**src/rtcfd_pkg.sv**
```systemverilog
// rtcfd_pkg: constants and carrier types for the clock flag, format and summer-time block
// assumes: time fields arrive in binary from the calendar counters; bus pins are asynchronous
package rtcfd_pkg;

    // register offsets on the multiplexed bus
    localparam logic [7:0] RTCFD_OFS_CTRL  = 8'h0B;
    localparam logic [7:0] RTCFD_OFS_FLAGS = 8'h0C;
    localparam logic [7:0] RTCFD_OFS_VALID = 8'h0D;

    // control register field positions
    localparam int RTCFD_B_SET   = 7;
    localparam int RTCFD_B_PER_EN = 6;
    localparam int RTCFD_B_ALM_EN = 5;
    localparam int RTCFD_B_UPD_EN = 4;
    localparam int RTCFD_B_SQWE   = 3;
    localparam int RTCFD_B_DM     = 2;
    localparam int RTCFD_B_HR24   = 1;
    localparam int RTCFD_B_SUMMER = 0;

    // flag and validity register field positions
    localparam int RTCFD_B_PEND  = 7;
    localparam int RTCFD_B_PER   = 6;
    localparam int RTCFD_B_ALM   = 5;
    localparam int RTCFD_B_UPD   = 4;
    localparam int RTCFD_B_VALID = 7;

    // index of each event inside the three-bit flag and enable vectors
    localparam int RTCFD_E_PER = 2;
    localparam int RTCFD_E_ALM = 1;
    localparam int RTCFD_E_UPD = 0;

    localparam logic [7:0] RTCFD_ZERO_BYTE   = 8'h00;
    localparam logic [2:0] RTCFD_FLAGS_CLEAR = 3'h0;
    localparam logic [3:0] RTCFD_LOW_NIBBLE  = 4'h0;
    localparam logic [6:0] RTCFD_VALID_PAD   = 7'h00;

    // summer-time calendar points (binary time values)
    localparam logic [7:0] RTCFD_MONTH_SPRING = 8'h04;
    localparam logic [7:0] RTCFD_MONTH_FALL   = 8'h0A;
    localparam logic [7:0] RTCFD_SUNDAY       = 8'h01;
    localparam logic [7:0] RTCFD_LAST_WK_APR  = 8'h18;  // 30-day month: last Sunday >= 24
    localparam logic [7:0] RTCFD_LAST_WK_OCT  = 8'h19;  // 31-day month: last Sunday >= 25
    localparam logic [7:0] RTCFD_HOUR_ONE_AM  = 8'h01;
    localparam logic [7:0] RTCFD_MINSEC_LAST  = 8'h3B;

    // pins as they arrive, before synchronising
    typedef struct packed {
        logic       address_strobe;
        logic       data_strobe;
        logic       read_not_write;
        logic       chip_sel_n;
        logic       power_sense_pin;
        logic       reset_pin_n;
        logic [7:0] ad;
    } rtcfd_pins_t;

    // current time and date from the counters
    typedef struct packed {
        logic [7:0] hour;
        logic [7:0] minute;
        logic [7:0] second;
        logic [7:0] month;
        logic [7:0] date;
        logic [7:0] day_of_week;
    } rtcfd_time_t;

endpackage

```
**src/rtcfd_top.sv**
```systemverilog
// rtcfd_top: control, interrupt flag and validity registers on the multiplexed bus
// assumes: bus pins, power sense and reset pin are asynchronous; event inputs share mclk_i
//
// Summary of operation
// - hour-format bit, 1 = 24-hour, 0 = 12-hour; changed only by software.
// - summer time on: last April Sunday, 1:59:59 AM jumps to 3:00:00 AM.
// - summer time on: last October Sunday, first 1:59:59 AM returns to 1:00:00.
// - summer time off blocks both jumps; reset never alters the enable.
// - pending flag bit 7 is OR of each flag ANDed with its enable.
// - interrupt request pin held low exactly while pending flag is 1.
// - all flags clear after the flag register is read and while reset pin low.
// - periodic flag bit 6 set on each selected divider edge, regardless of enable.
// - alarm flag bit 5 set when current time matches the alarm time.
// - update flag bit 4 set at the end of every update cycle.
// - flag register is read-only; bits 3 to 0 read as zero.
// - valid bit 7 forced to 0 while power sense is low.
// - valid bit set only by reading the validity register; reset pin ignores it.
// - validity register bits 6 to 0 read zero and ignore writes.
// - update enable cleared by reset pin low and by the inhibit bit rising.
// - alarm enable cleared to 0 by reset pin, untouched by internal functions.
`timescale 1ns/100ps
module rtcfd_top
    import rtcfd_pkg::*;
(
    input  wire logic        mclk_i,
    input  wire logic        sys_rst_i,
    input  wire rtcfd_pins_t pins_i,
    input  wire logic        periodic_evt_i,
    input  wire logic        alarm_match_i,
    input  wire logic        update_done_i,
    input  wire logic        update_tick_i,
    input  wire rtcfd_time_t now_i,
    output logic       [7:0] ad_o,
    output logic             ad_oe_o,
    output logic             irq_n_o,
    output logic             hour_24_o,
    output logic             summer_time_en_o,
    output logic             update_inhibit_o,
    output logic             sqw_en_o,
    output logic             binary_mode_o,
    output logic             spring_fwd_o,
    output logic             fall_back_o
);
    // three-stage pin synchroniser; s1 feeds only s2, a change counts when s2 and s3 agree
    rtcfd_pins_t s1_r, s2_r, s3_r, filt_r, filt_nxt, prev_r;

    always_comb begin
        filt_nxt = filt_r;
        if (s2_r == s3_r) begin
            filt_nxt = s3_r;
        end
    end

    always_ff @(posedge mclk_i) begin
        if (sys_rst_i) begin
            s1_r   <= '0;
            s2_r   <= '0;
            s3_r   <= '0;
            filt_r <= '0;
            prev_r <= '0;
        end else begin
            s1_r   <= pins_i;
            s2_r   <= s1_r;
            s3_r   <= s2_r;
            filt_r <= filt_nxt;
            prev_r <= filt_r;
        end
    end

    // strobe edges seen on the filtered pins
    logic astb_fall, dstb_rise, dstb_fall, rst_pin_low, power_ok;
    assign astb_fall   = prev_r.address_strobe && !filt_r.address_strobe;
    assign dstb_rise   = !prev_r.data_strobe && filt_r.data_strobe;
    assign dstb_fall   = prev_r.data_strobe && !filt_r.data_strobe;
    assign rst_pin_low = !filt_r.reset_pin_n;
    assign power_ok    = filt_r.power_sense_pin;

    // register state
    logic [7:0] addr_r, addr_nxt;
    logic       sel_r, sel_nxt;
    logic       rd_act_r, rd_act_nxt;
    logic [7:0] rdata_r, rdata_nxt;
    logic [7:0] ctrl_r, ctrl_nxt;
    logic [2:0] flags_r, flags_nxt;
    logic       valid_r, valid_nxt;
    logic       irq_n_r, irq_n_nxt;
    logic [2:0] en_now, en_nxt, evt;
    logic       pend_now, pend_nxt;
    logic       rd_start, rd_end, wr_end, wr_ctrl, rd_flags_end, rd_valid_start;
    logic [7:0] wr_val;

    assign en_now   = {ctrl_r[RTCFD_B_PER_EN], ctrl_r[RTCFD_B_ALM_EN], ctrl_r[RTCFD_B_UPD_EN]};
    assign pend_now = |(flags_r & en_now);
    assign evt      = {periodic_evt_i, alarm_match_i, update_done_i};

    assign rd_start       = dstb_rise && sel_r && filt_r.read_not_write;
    assign rd_end         = dstb_fall && sel_r && rd_act_r;
    assign wr_end         = dstb_fall && sel_r && !filt_r.read_not_write && !rd_act_r;
    assign wr_ctrl        = wr_end && (addr_r == RTCFD_OFS_CTRL);
    assign rd_flags_end   = rd_end && (addr_r == RTCFD_OFS_FLAGS);
    assign rd_valid_start = rd_start && (addr_r == RTCFD_OFS_VALID);
    assign wr_val         = filt_r.ad;

    // bus cycle: address on strobe fall, read data snapshot on data strobe rise,
    // write data on its fall; only the control register accepts writes
    always_comb begin
        addr_nxt   = addr_r;
        sel_nxt    = sel_r;
        rd_act_nxt = rd_act_r;
        rdata_nxt  = rdata_r;
        ctrl_nxt   = ctrl_r;
        if (astb_fall) begin
            addr_nxt = filt_r.ad;
            sel_nxt  = !filt_r.chip_sel_n;
        end
        if (rd_start) begin
            rd_act_nxt = 1'b1;
            unique case (addr_r)
                RTCFD_OFS_CTRL:  rdata_nxt = ctrl_r;
                RTCFD_OFS_FLAGS: rdata_nxt = {pend_now, flags_r, RTCFD_LOW_NIBBLE};
                RTCFD_OFS_VALID: rdata_nxt = {valid_r, RTCFD_VALID_PAD};
                default:         rdata_nxt = RTCFD_ZERO_BYTE;
            endcase
        end
        if (rd_end) begin
            rd_act_nxt = 1'b0;
        end
        if (wr_ctrl) begin
            ctrl_nxt = wr_val;
            if (wr_val[RTCFD_B_SET] && !ctrl_r[RTCFD_B_SET]) begin
                ctrl_nxt[RTCFD_B_UPD_EN] = 1'b0;
            end
        end
        // reset pin clears enables and square wave, never format, mode or summer time
        if (rst_pin_low) begin
            ctrl_nxt[RTCFD_B_PER_EN] = 1'b0;
            ctrl_nxt[RTCFD_B_ALM_EN] = 1'b0;
            ctrl_nxt[RTCFD_B_UPD_EN] = 1'b0;
            ctrl_nxt[RTCFD_B_SQWE] = 1'b0;
        end
    end

    // flags: a set in the clearing cycle wins, so an event in that cycle is not dropped by the read
    always_comb begin
        flags_nxt = flags_r;
        if (rd_flags_end) begin
            flags_nxt = RTCFD_FLAGS_CLEAR;
        end
        flags_nxt = flags_nxt | evt;
        if (rst_pin_low) begin
            flags_nxt = RTCFD_FLAGS_CLEAR;
        end
        en_nxt    = {ctrl_nxt[RTCFD_B_PER_EN], ctrl_nxt[RTCFD_B_ALM_EN],
                     ctrl_nxt[RTCFD_B_UPD_EN]};
        pend_nxt  = |(flags_nxt & en_nxt);
        irq_n_nxt = !pend_nxt;
        valid_nxt = valid_r | rd_valid_start;
        if (!power_ok) begin
            valid_nxt = 1'b0;
        end
    end

    always_ff @(posedge mclk_i) begin
        if (sys_rst_i) begin
            addr_r   <= RTCFD_ZERO_BYTE;
            sel_r    <= 1'b0;
            rd_act_r <= 1'b0;
            rdata_r  <= RTCFD_ZERO_BYTE;
            ctrl_r   <= RTCFD_ZERO_BYTE;
            flags_r  <= RTCFD_FLAGS_CLEAR;
            valid_r  <= 1'b0;
            irq_n_r  <= 1'b1;
        end else begin
            addr_r   <= addr_nxt;
            sel_r    <= sel_nxt;
            rd_act_r <= rd_act_nxt;
            rdata_r  <= rdata_nxt;
            ctrl_r   <= ctrl_nxt;
            flags_r  <= flags_nxt;
            valid_r  <= valid_nxt;
            irq_n_r  <= irq_n_nxt;
        end
    end

    // bus drives only during a read; the snapshot stays fixed so a clear cannot tear it
    assign ad_o             = rdata_r;
    assign ad_oe_o          = rd_act_r;
    assign irq_n_o          = irq_n_r;
    assign hour_24_o        = ctrl_r[RTCFD_B_HR24];
    assign summer_time_en_o = ctrl_r[RTCFD_B_SUMMER];
    assign update_inhibit_o = ctrl_r[RTCFD_B_SET];
    assign sqw_en_o         = ctrl_r[RTCFD_B_SQWE];
    assign binary_mode_o    = ctrl_r[RTCFD_B_DM];

    rtcfd_dst u_dst (
        .mclk_i           (mclk_i),
        .sys_rst_i        (sys_rst_i),
        .update_tick_i    (update_tick_i),
        .summer_time_en_i (ctrl_r[RTCFD_B_SUMMER]),
        .now_i            (now_i),
        .spring_fwd_o     (spring_fwd_o),
        .fall_back_o      (fall_back_o)
    );
endmodule // rtcfd_top

```
**src/rtcfd_dst.sv**
```systemverilog
// rtcfd_dst: decides the two summer-time jumps at the second boundary
// assumes: update_tick_i pulses once per second while the time shows the second about to end
`timescale 1ns/100ps
module rtcfd_dst
    import rtcfd_pkg::*;
(
    input  wire logic        mclk_i,
    input  wire logic        sys_rst_i,
    input  wire logic        update_tick_i,
    input  wire logic        summer_time_en_i,
    input  wire rtcfd_time_t now_i,
    output logic             spring_fwd_o,
    output logic             fall_back_o
);
    logic spring_fwd_r, spring_fwd_nxt;
    logic fall_back_r, fall_back_nxt;
    logic fall_done_r, fall_done_nxt;
    logic at_last_second, spring_day, fall_day;

    // hour compare ignores the pm bit pattern only because 1 am is 8'h01 in both formats
    assign at_last_second = (now_i.hour == RTCFD_HOUR_ONE_AM) &&
                            (now_i.minute == RTCFD_MINSEC_LAST) &&
                            (now_i.second == RTCFD_MINSEC_LAST);
    assign spring_day = (now_i.month == RTCFD_MONTH_SPRING) &&
                        (now_i.day_of_week == RTCFD_SUNDAY) &&
                        (now_i.date >= RTCFD_LAST_WK_APR);
    assign fall_day   = (now_i.month == RTCFD_MONTH_FALL) &&
                        (now_i.day_of_week == RTCFD_SUNDAY) &&
                        (now_i.date >= RTCFD_LAST_WK_OCT);

    // the done mark stops a second fall-back when 1:59:59 comes round again that day
    always_comb begin
        spring_fwd_nxt = 1'b0;
        fall_back_nxt  = 1'b0;
        fall_done_nxt  = fall_done_r;
        if (update_tick_i) begin
            if (!fall_day) begin
                fall_done_nxt = 1'b0;
            end
            if (summer_time_en_i && at_last_second) begin
                spring_fwd_nxt = spring_day;
                if (fall_day && !fall_done_r) begin
                    fall_back_nxt = 1'b1;
                    fall_done_nxt = 1'b1;
                end
            end
        end
    end

    always_ff @(posedge mclk_i) begin
        if (sys_rst_i) begin
            spring_fwd_r <= 1'b0;
            fall_back_r  <= 1'b0;
            fall_done_r  <= 1'b0;
        end else begin
            spring_fwd_r <= spring_fwd_nxt;
            fall_back_r  <= fall_back_nxt;
            fall_done_r  <= fall_done_nxt;
        end
    end

    assign spring_fwd_o = spring_fwd_r;
    assign fall_back_o  = fall_back_r;
endmodule // rtcfd_dst

```
**config.mk**
```make
export PLATFORM = sky130hd
export DESIGN_NAME = rtcfd_top
export DESIGN_NICKNAME = d
export VERILOG_FILES = /design/src/rtcfd_pkg.sv /design/src/rtcfd_top.sv /design/src/rtcfd_dst.sv
export SDC_FILE = /design/constraint.sdc
export NUM_CORES = 1
export LEC_CHECK = 0
export ABC_AREA = 1
export BUFFER_PORTS_ARGS = -buffer_cell sky130_fd_sc_hd__buf_2
export CAP_MARGIN = 20
export CORE_ASPECT_RATIO = 0.75
export CORE_MARGIN = 5
export CORE_UTILIZATION = 50
export DETAILED_ROUTE_END_ITERATION = 7
export PLACE_DENSITY = 0.75
export RECOVER_POWER = 100
export SETUP_SLACK_MARGIN = 0.3
export SLEW_MARGIN = 20
export SYNTH_ARGS = -nofsm -noshare
export SYNTH_HDL_FRONTEND = slang
export SYNTH_SLANG_ARGS = --single-unit
export TNS_END_PERCENT = 50
```
**constraint.sdc**
```tcl
create_clock -name mclk_i -period 3.9 [get_ports mclk_i]
set_clock_uncertainty 0.05 [all_clocks]
set_input_delay 0 -clock mclk_i [delete_from_list [all_inputs] [get_ports mclk_i]]
set_output_delay 0 -clock mclk_i [all_outputs]
set_load 0.005 [all_outputs]
```
# Word-level counts from Yosys, hierarchy flattened
# Index checks and enable logic that the tools add are counted.
dict set report word_totals {
  register_bits 92
  in_bits 68
  output_inout_bits 17
  word_cells 109
}
dict set report classes {
  n_lt_le_gt_ge 2
  eq_ne 10
  n_mux 10
  bitwise_logic 8
  n_reduce_logical 36
}
# op n
set op_table {}
lappend op_table {{$eq A8 B4 Y1 const B} 4}
lappend op_table {{$pmux W8 S3} 1}
lappend op_table {{$logic_and A1 B1 Y1} 21}
lappend op_table {{$eq A8 B1 Y1 const B} 2}
lappend op_table {{$eq A8 B6 Y1 const B} 2}
lappend op_table {{$ge A8 B5 Y1 const B} 2}
lappend op_table {{$eq A14 B14 Y1} 1}
lappend op_table {{$logic_not A1 Y1} 9}
lappend op_table {{$reduce_or A3 Y1} 3}
lappend op_table {{$eq A8 B3 Y1 const B} 1}
lappend op_table {{$mux W7} 1}
lappend op_table {{$and A3 B3 Y3} 2}
lappend op_table {{$mux W3} 2}
lappend op_table {{$reduce_or A2 Y1} 3}
lappend op_table {{$mux W1} 5}
lappend op_table {{$mux W4} 1}
lappend op_table {{$not A1 Y1} 4}
lappend op_table {{$or A3 B3 Y3} 1}
lappend op_table {{$or A1 B1 Y1} 1}

# Longest topological paths before layout
dict set report logic_depth {
  ltp_word 11
  depth_mapped 10
  ltp_nobuf 10
}

# Cells and area by module
# Synthesis repeated with hierarchy kept, for this count alone.
dict set report hier_totals {
  hier_cells 511
  area_unflattened_um2 3798.6
}
# module n_inst cells_per_inst area_per_inst_um2 seq_area_each_um2
set modules_own_cells {}
lappend modules_own_cells {rtcfd_top 1 433 3427.0 1781.7}
lappend modules_own_cells {rtcfd_dst 1 78 371.6 60.1}

# Least setup slack after synthesis
# No wires, ideal clock.
dict set report synth_timing {
  kind {flip-flop to flip-flop}
  startpoint {register rd_act_r (netlist: ad_oe_o)}
  endpoint {register irq_n_r (netlist: irq_n_o)}
  setup_time_ns 0.114
  t_arrival_ns 1.144
  required_time_ns 3.736
  setup_slack_ns 2.592
  path_stages_with_launch 9
  path_buffers 1
  period_less_slack_ns 1.308
  cell_sequence {dfxtp_1 > or2_4 > nor2_4 > buf_8 > a21oi_1 > nor2_1 > nand2_1 > nand2_1 > nor2_2}
}
dict set report synth_via {
  elab_chain_cells 8
  word_cells_on_any_way 13
  cone_classes {mux: 4; bitwise: 2; reduce/logical: 7}
}
# item line_no
set synth_rtl {}
lappend synth_rtl {{from (decl)} rtcfd_top.sv:81} ;# logic rd_act_r, rd_act_nxt;
lappend synth_rtl {{from (signal assigned)} rtcfd_top.sv:176} ;# rd_act_r <= rd_act_nxt;
lappend synth_rtl {{$logic_and A1 B1 Y1 or $logic_not A1 Y1 (tied branches)} {rtcfd_top.sv:97, rtcfd_top.sv:98}}
lappend synth_rtl {{$logic_and A1 B1 Y1 (on tied branches)} {rtcfd_top.sv:100, rtcfd_top.sv:98}}
lappend synth_rtl {{$mux W3 or $logic_and A1 B1 Y1 (tied branches)} {rtcfd_top.sv:146, rtcfd_top.sv:99}}
lappend synth_rtl {{$or A3 B3 Y3 or $mux W7 (tied branches)} {rtcfd_top.sv:149, rtcfd_top.sv:128}}
lappend synth_rtl {{$mux W3 or $mux W4 (tied branches)} {rtcfd_top.sv:150, rtcfd_top.sv:135}}
lappend synth_rtl {{$and A3 B3 Y3 *} rtcfd_top.sv:155} ;# pend_nxt = |(flags_nxt & en_nxt);
lappend synth_rtl {{$reduce_or A3 Y1 *} rtcfd_top.sv:155}
lappend synth_rtl {{$logic_not A1 Y1 *} rtcfd_top.sv:156} ;# irq_n_nxt = !pend_nxt;
lappend synth_rtl {{to (signal assigned)} rtcfd_top.sv:181} ;# irq_n_r <= irq_n_nxt;
lappend synth_rtl {{to (decl)} rtcfd_top.sv:86} ;# logic irq_n_r, irq_n_nxt;
# Every way passes the cells marked *; elsewhere a longest branch is shown, timed or not.
# A chain may end at the register's enable or synchronous reset.

# Final worst setup path
dict set report layout_timing {
  startpoint {register s3_r[8] in the netlist's numbering}
  endpoint {register filt_r (netlist bit wr_val[7])}
}
dict set report layout_via {
  elab_chain_cells 1
}
# item line_no
set layout_rtl {}
lappend layout_rtl {{from (decl)} rtcfd_top.sv:45} ;# rtcfd_pins_t s1_r, s2_r, s3_r, filt_r, filt_nxt, prev_r;
lappend layout_rtl {{from (signal assigned)} rtcfd_top.sv:64} ;# s3_r <= s2_r;
lappend layout_rtl {{$eq A14 B14 Y1} rtcfd_top.sv:49} ;# if (s2_r == s3_r) begin
lappend layout_rtl {{to (signal assigned)} rtcfd_top.sv:65} ;# filt_r <= filt_nxt;
lappend layout_rtl {{to (decl)} rtcfd_top.sv:45}
# No other way between the ends.

==> results_dict.tcl <==
set metrics [dict create \
    synth_seq_cells 92 \
    post-cts-setup-buffer-count 0 \
    cts_max_path_buffers 2 \
    core_mm2 0.00736 \
    gp_congestion 0.896 \
    crit_slowest_cell "nor2_1" \
    ir_drop_uv 320 \
    layout_commonest_cell "nor2_1" \
    mostFrequentLayoutCells "nor2_1, dfxtp_1, nand2_1" \
    yosysTopAreaCell "dfxtp_1" \
    violations "max-capacitance violations, max-slew violations" \
    p_total_mw 1.86 \
    grt_antenna_before_repair 0 \
    hold_class "in2reg" \
    fp.dieH_um 85.4 \
    timing.slew.headroom_pct -9.81 \
    hp-start "sys_rst_i" \
    reg2reg_from "s3_r[8]" \
    final_hold_viol_count 0 \
    clkSlewWorstSetupHoldPaths_ns 0.09 \
    crit_family "simple AND/OR/NAND/NOR gates" \
    synthDistinctLibCells 32 \
    rsz0062_at_grt "no" \
    dieArea_mm2 0.00945 \
    cts_num_sinks 92 \
    track_usage_pct 18.0 \
    die_w_um 111 \
    cts-root-buf "clkbuf_8" \
    cp-start-kind "flop" \
    setup_violations 0 \
    syn_area_mm2 0.00379 \
    worst_slew_pin_slew_ns 1.64 \
    diodes 0 \
    outcome "complete, but fails checks" \
    tns_ns 0 \
    first_global_vias 3234 \
    crit_required_ns 4.10 \
    max_freq_ghz 0.397 \
    drc_errors 0 \
    cts_made_buffers 9 \
    clk_latency_ns 0.36 \
    wire_per_inst_um 11.6 \
    place.port_buffers 84 \
    first_pass_iters 4 \
    crit_path_max_fanout 28 \
    rows 27 \
    cpPeakStageDelay_ns 1.22 \
    yosysWarnings 0 \
    drive_above_1_share_pct 17.0 \
    cts_tree "built" \
    endpoint_kind "flop" \
    avgSynthCellArea_um2 7.54 \
    synthTopCellsByArea "dfxtp_1, nor2_1, nand2_1, inv_1, a21oi_1" \
    cpMostUsedCell "nand2_1" \
    vias_per_cell 4.71 \
    syn_inst 503 \
    io_pins 85 \
    dpl.hpwl_um 5810 \
    ys_seq_area_share_pct 48.5 \
    slew_violations 29 \
    yosys.area.top_type_share_pct 48.5 \
    routed_wl_um 8250 \
    htreeDepth 3 \
    path_buf_inv 1 \
    grt_max_degree 59 \
    max-cap-violations 1 \
    cp.arrival_ns 2.72 \
    finalCritPeriodShare_pct 64.5 \
    power_density_mw_per_mm2 400 \
    start_util_pct 51.5 \
    crit_path_cell_trace "inv_1, nand2_1, nand2_1, nor3_1, nand2_2, nor2_1, nand3_1, nand2_1, nor2_1" \
    final_antenna_net_count 0 \
    path_class "reg2reg" \
    drt_iter0_markers 195 \
    synth_nets 571 \
    setup.worst_path.start "s3_r[8]" \
    area_growth_pct 22.3 \
    grt_overflow 0 \
    leakagePower_nw 2.11 \
    grt_pass1_wl_um 14200 \
    fin_nets 676 \
    num_vias 3361 \
    min_period_ns 2.52 \
    hold_ws_ns 0.160 \
]
## report_power, final
group | switching (mW) | internal [mW]
Combinational | 0.108 | 0.0825
Sequential | 0.0219 | 0.974
Clock | 0.342 | 0.326
## cell type report
type | instances | area [um2]
Fill cell | 690 | 2730
Sequential cell | 92 | 1840
Multi-Input combinational cell | 316 | 1490
Timing Repair Buffer | 111 | 671
Inverter | 78 | 293
Clock buffer | 10 | 138
Tap cell | 101 | 126
Clock inverter | 6 | 76.3
## sequential cells by signal, summed over array words and instances (netlist names)
signal and count:
s1_r 14, s2_r 14, s3_r 14, ad_o 8, addr_r 8, ctrl_r 8, wr_val 8, filt_r 5
flags_r 3, prev_r 2, ad_oe_o 1, irq_n_o 1, power_ok 1, sel_r 1, u_dst.fall_back_o 1, u_dst.fall_done_r 1
u_dst.spring_fwd_o 1, valid_r 1
## stage by stage
step | worst slack, ns | cell area [um2] | utilization (%) | cells
finish | 1.38 | 4640 | 63.0 | 714
global placement | 2.07 | 4230 | 57.5 | 672
floorplan | 2.59 | 3790 | - | 503
detailed placement | 1.99 | 4230 | 57.5 | 672
global route | 0.948 | 4640 | 63.0 | 714
CTS | 1.52 | 4710 | 63.9 | 714
## cell usage after synthesis
library cell,n
nand3b_1,7
dfxtp_1,92
buf_1,2
or2_4,1
a211oi_1,1
nor3_2,3
nand3_2,2
nand2_1,87
nor2_1,96
inv_1,76
nand3_1,24
buf_2,2
nor4_1,1
o21ai_0,14
a21oi_2,2
clkbuf_1,7
buf_8,1
buf_6,5
xor2_1,6
a21oi_1,37
nand2_4,2
o21ai_1,1
nor2_8,3
nand3_4,1
nor2_2,3
nor2_4,2
inv_2,2
nand4_1,9
nor3_1,9
nand2_2,3
nand4_2,1
a21o_1,1
## routing by layer
metal	track usage, %	up-vias	share of wire [%]
met4	3.91	0	0.84
met2	31.3	102	48
li1	-	1764	-
met5	0	-	0
met1	21.6	1487	44
met3	6.20	8	7.2
## worst reg2reg max path: stages (launching register included)
cell and delay [ns]:
dfxtp_1 0.34, inv_1 0.06, nand2_1 0.05, nand2_1 0.05
nor3_1 0.20, nand2_2 0.07, nor2_1 1.22, nand3_1 0.17
nand2_1 0.15, nor2_1 0.05
## logic make-up (layout without fill, tap and decap cells)
logic type,Yosys count,in the layout,share of synthesized area [%]
AND/OR/NAND/NOR,254,254,31.6
buffers and inverters,95,205,10.8
flip-flops,92,92,48.5
AO/OA/AOI/OAI,56,56,7.72
XOR/XNOR,6,6,1.39
## final timing paths
path / endpoint / slack, ns / cells past startpoint
max: wr_val[7] / 1.38 / 9
min: s1_r[2] / 0.16 / 3
max reg2reg: wr_val[7] / 1.38 / 9
min reg2reg: s2_r[13] / 0.36 / 2
## timing repair
| action | in CTS | in global routing |
|---|---|---|
| hold endpoints to repair | 20 | 0 |
| hold buffers | 26 | 0 |
| resized for setup | 0 | 0 |
No activity file was read; power rests on OpenSTA's default activity.
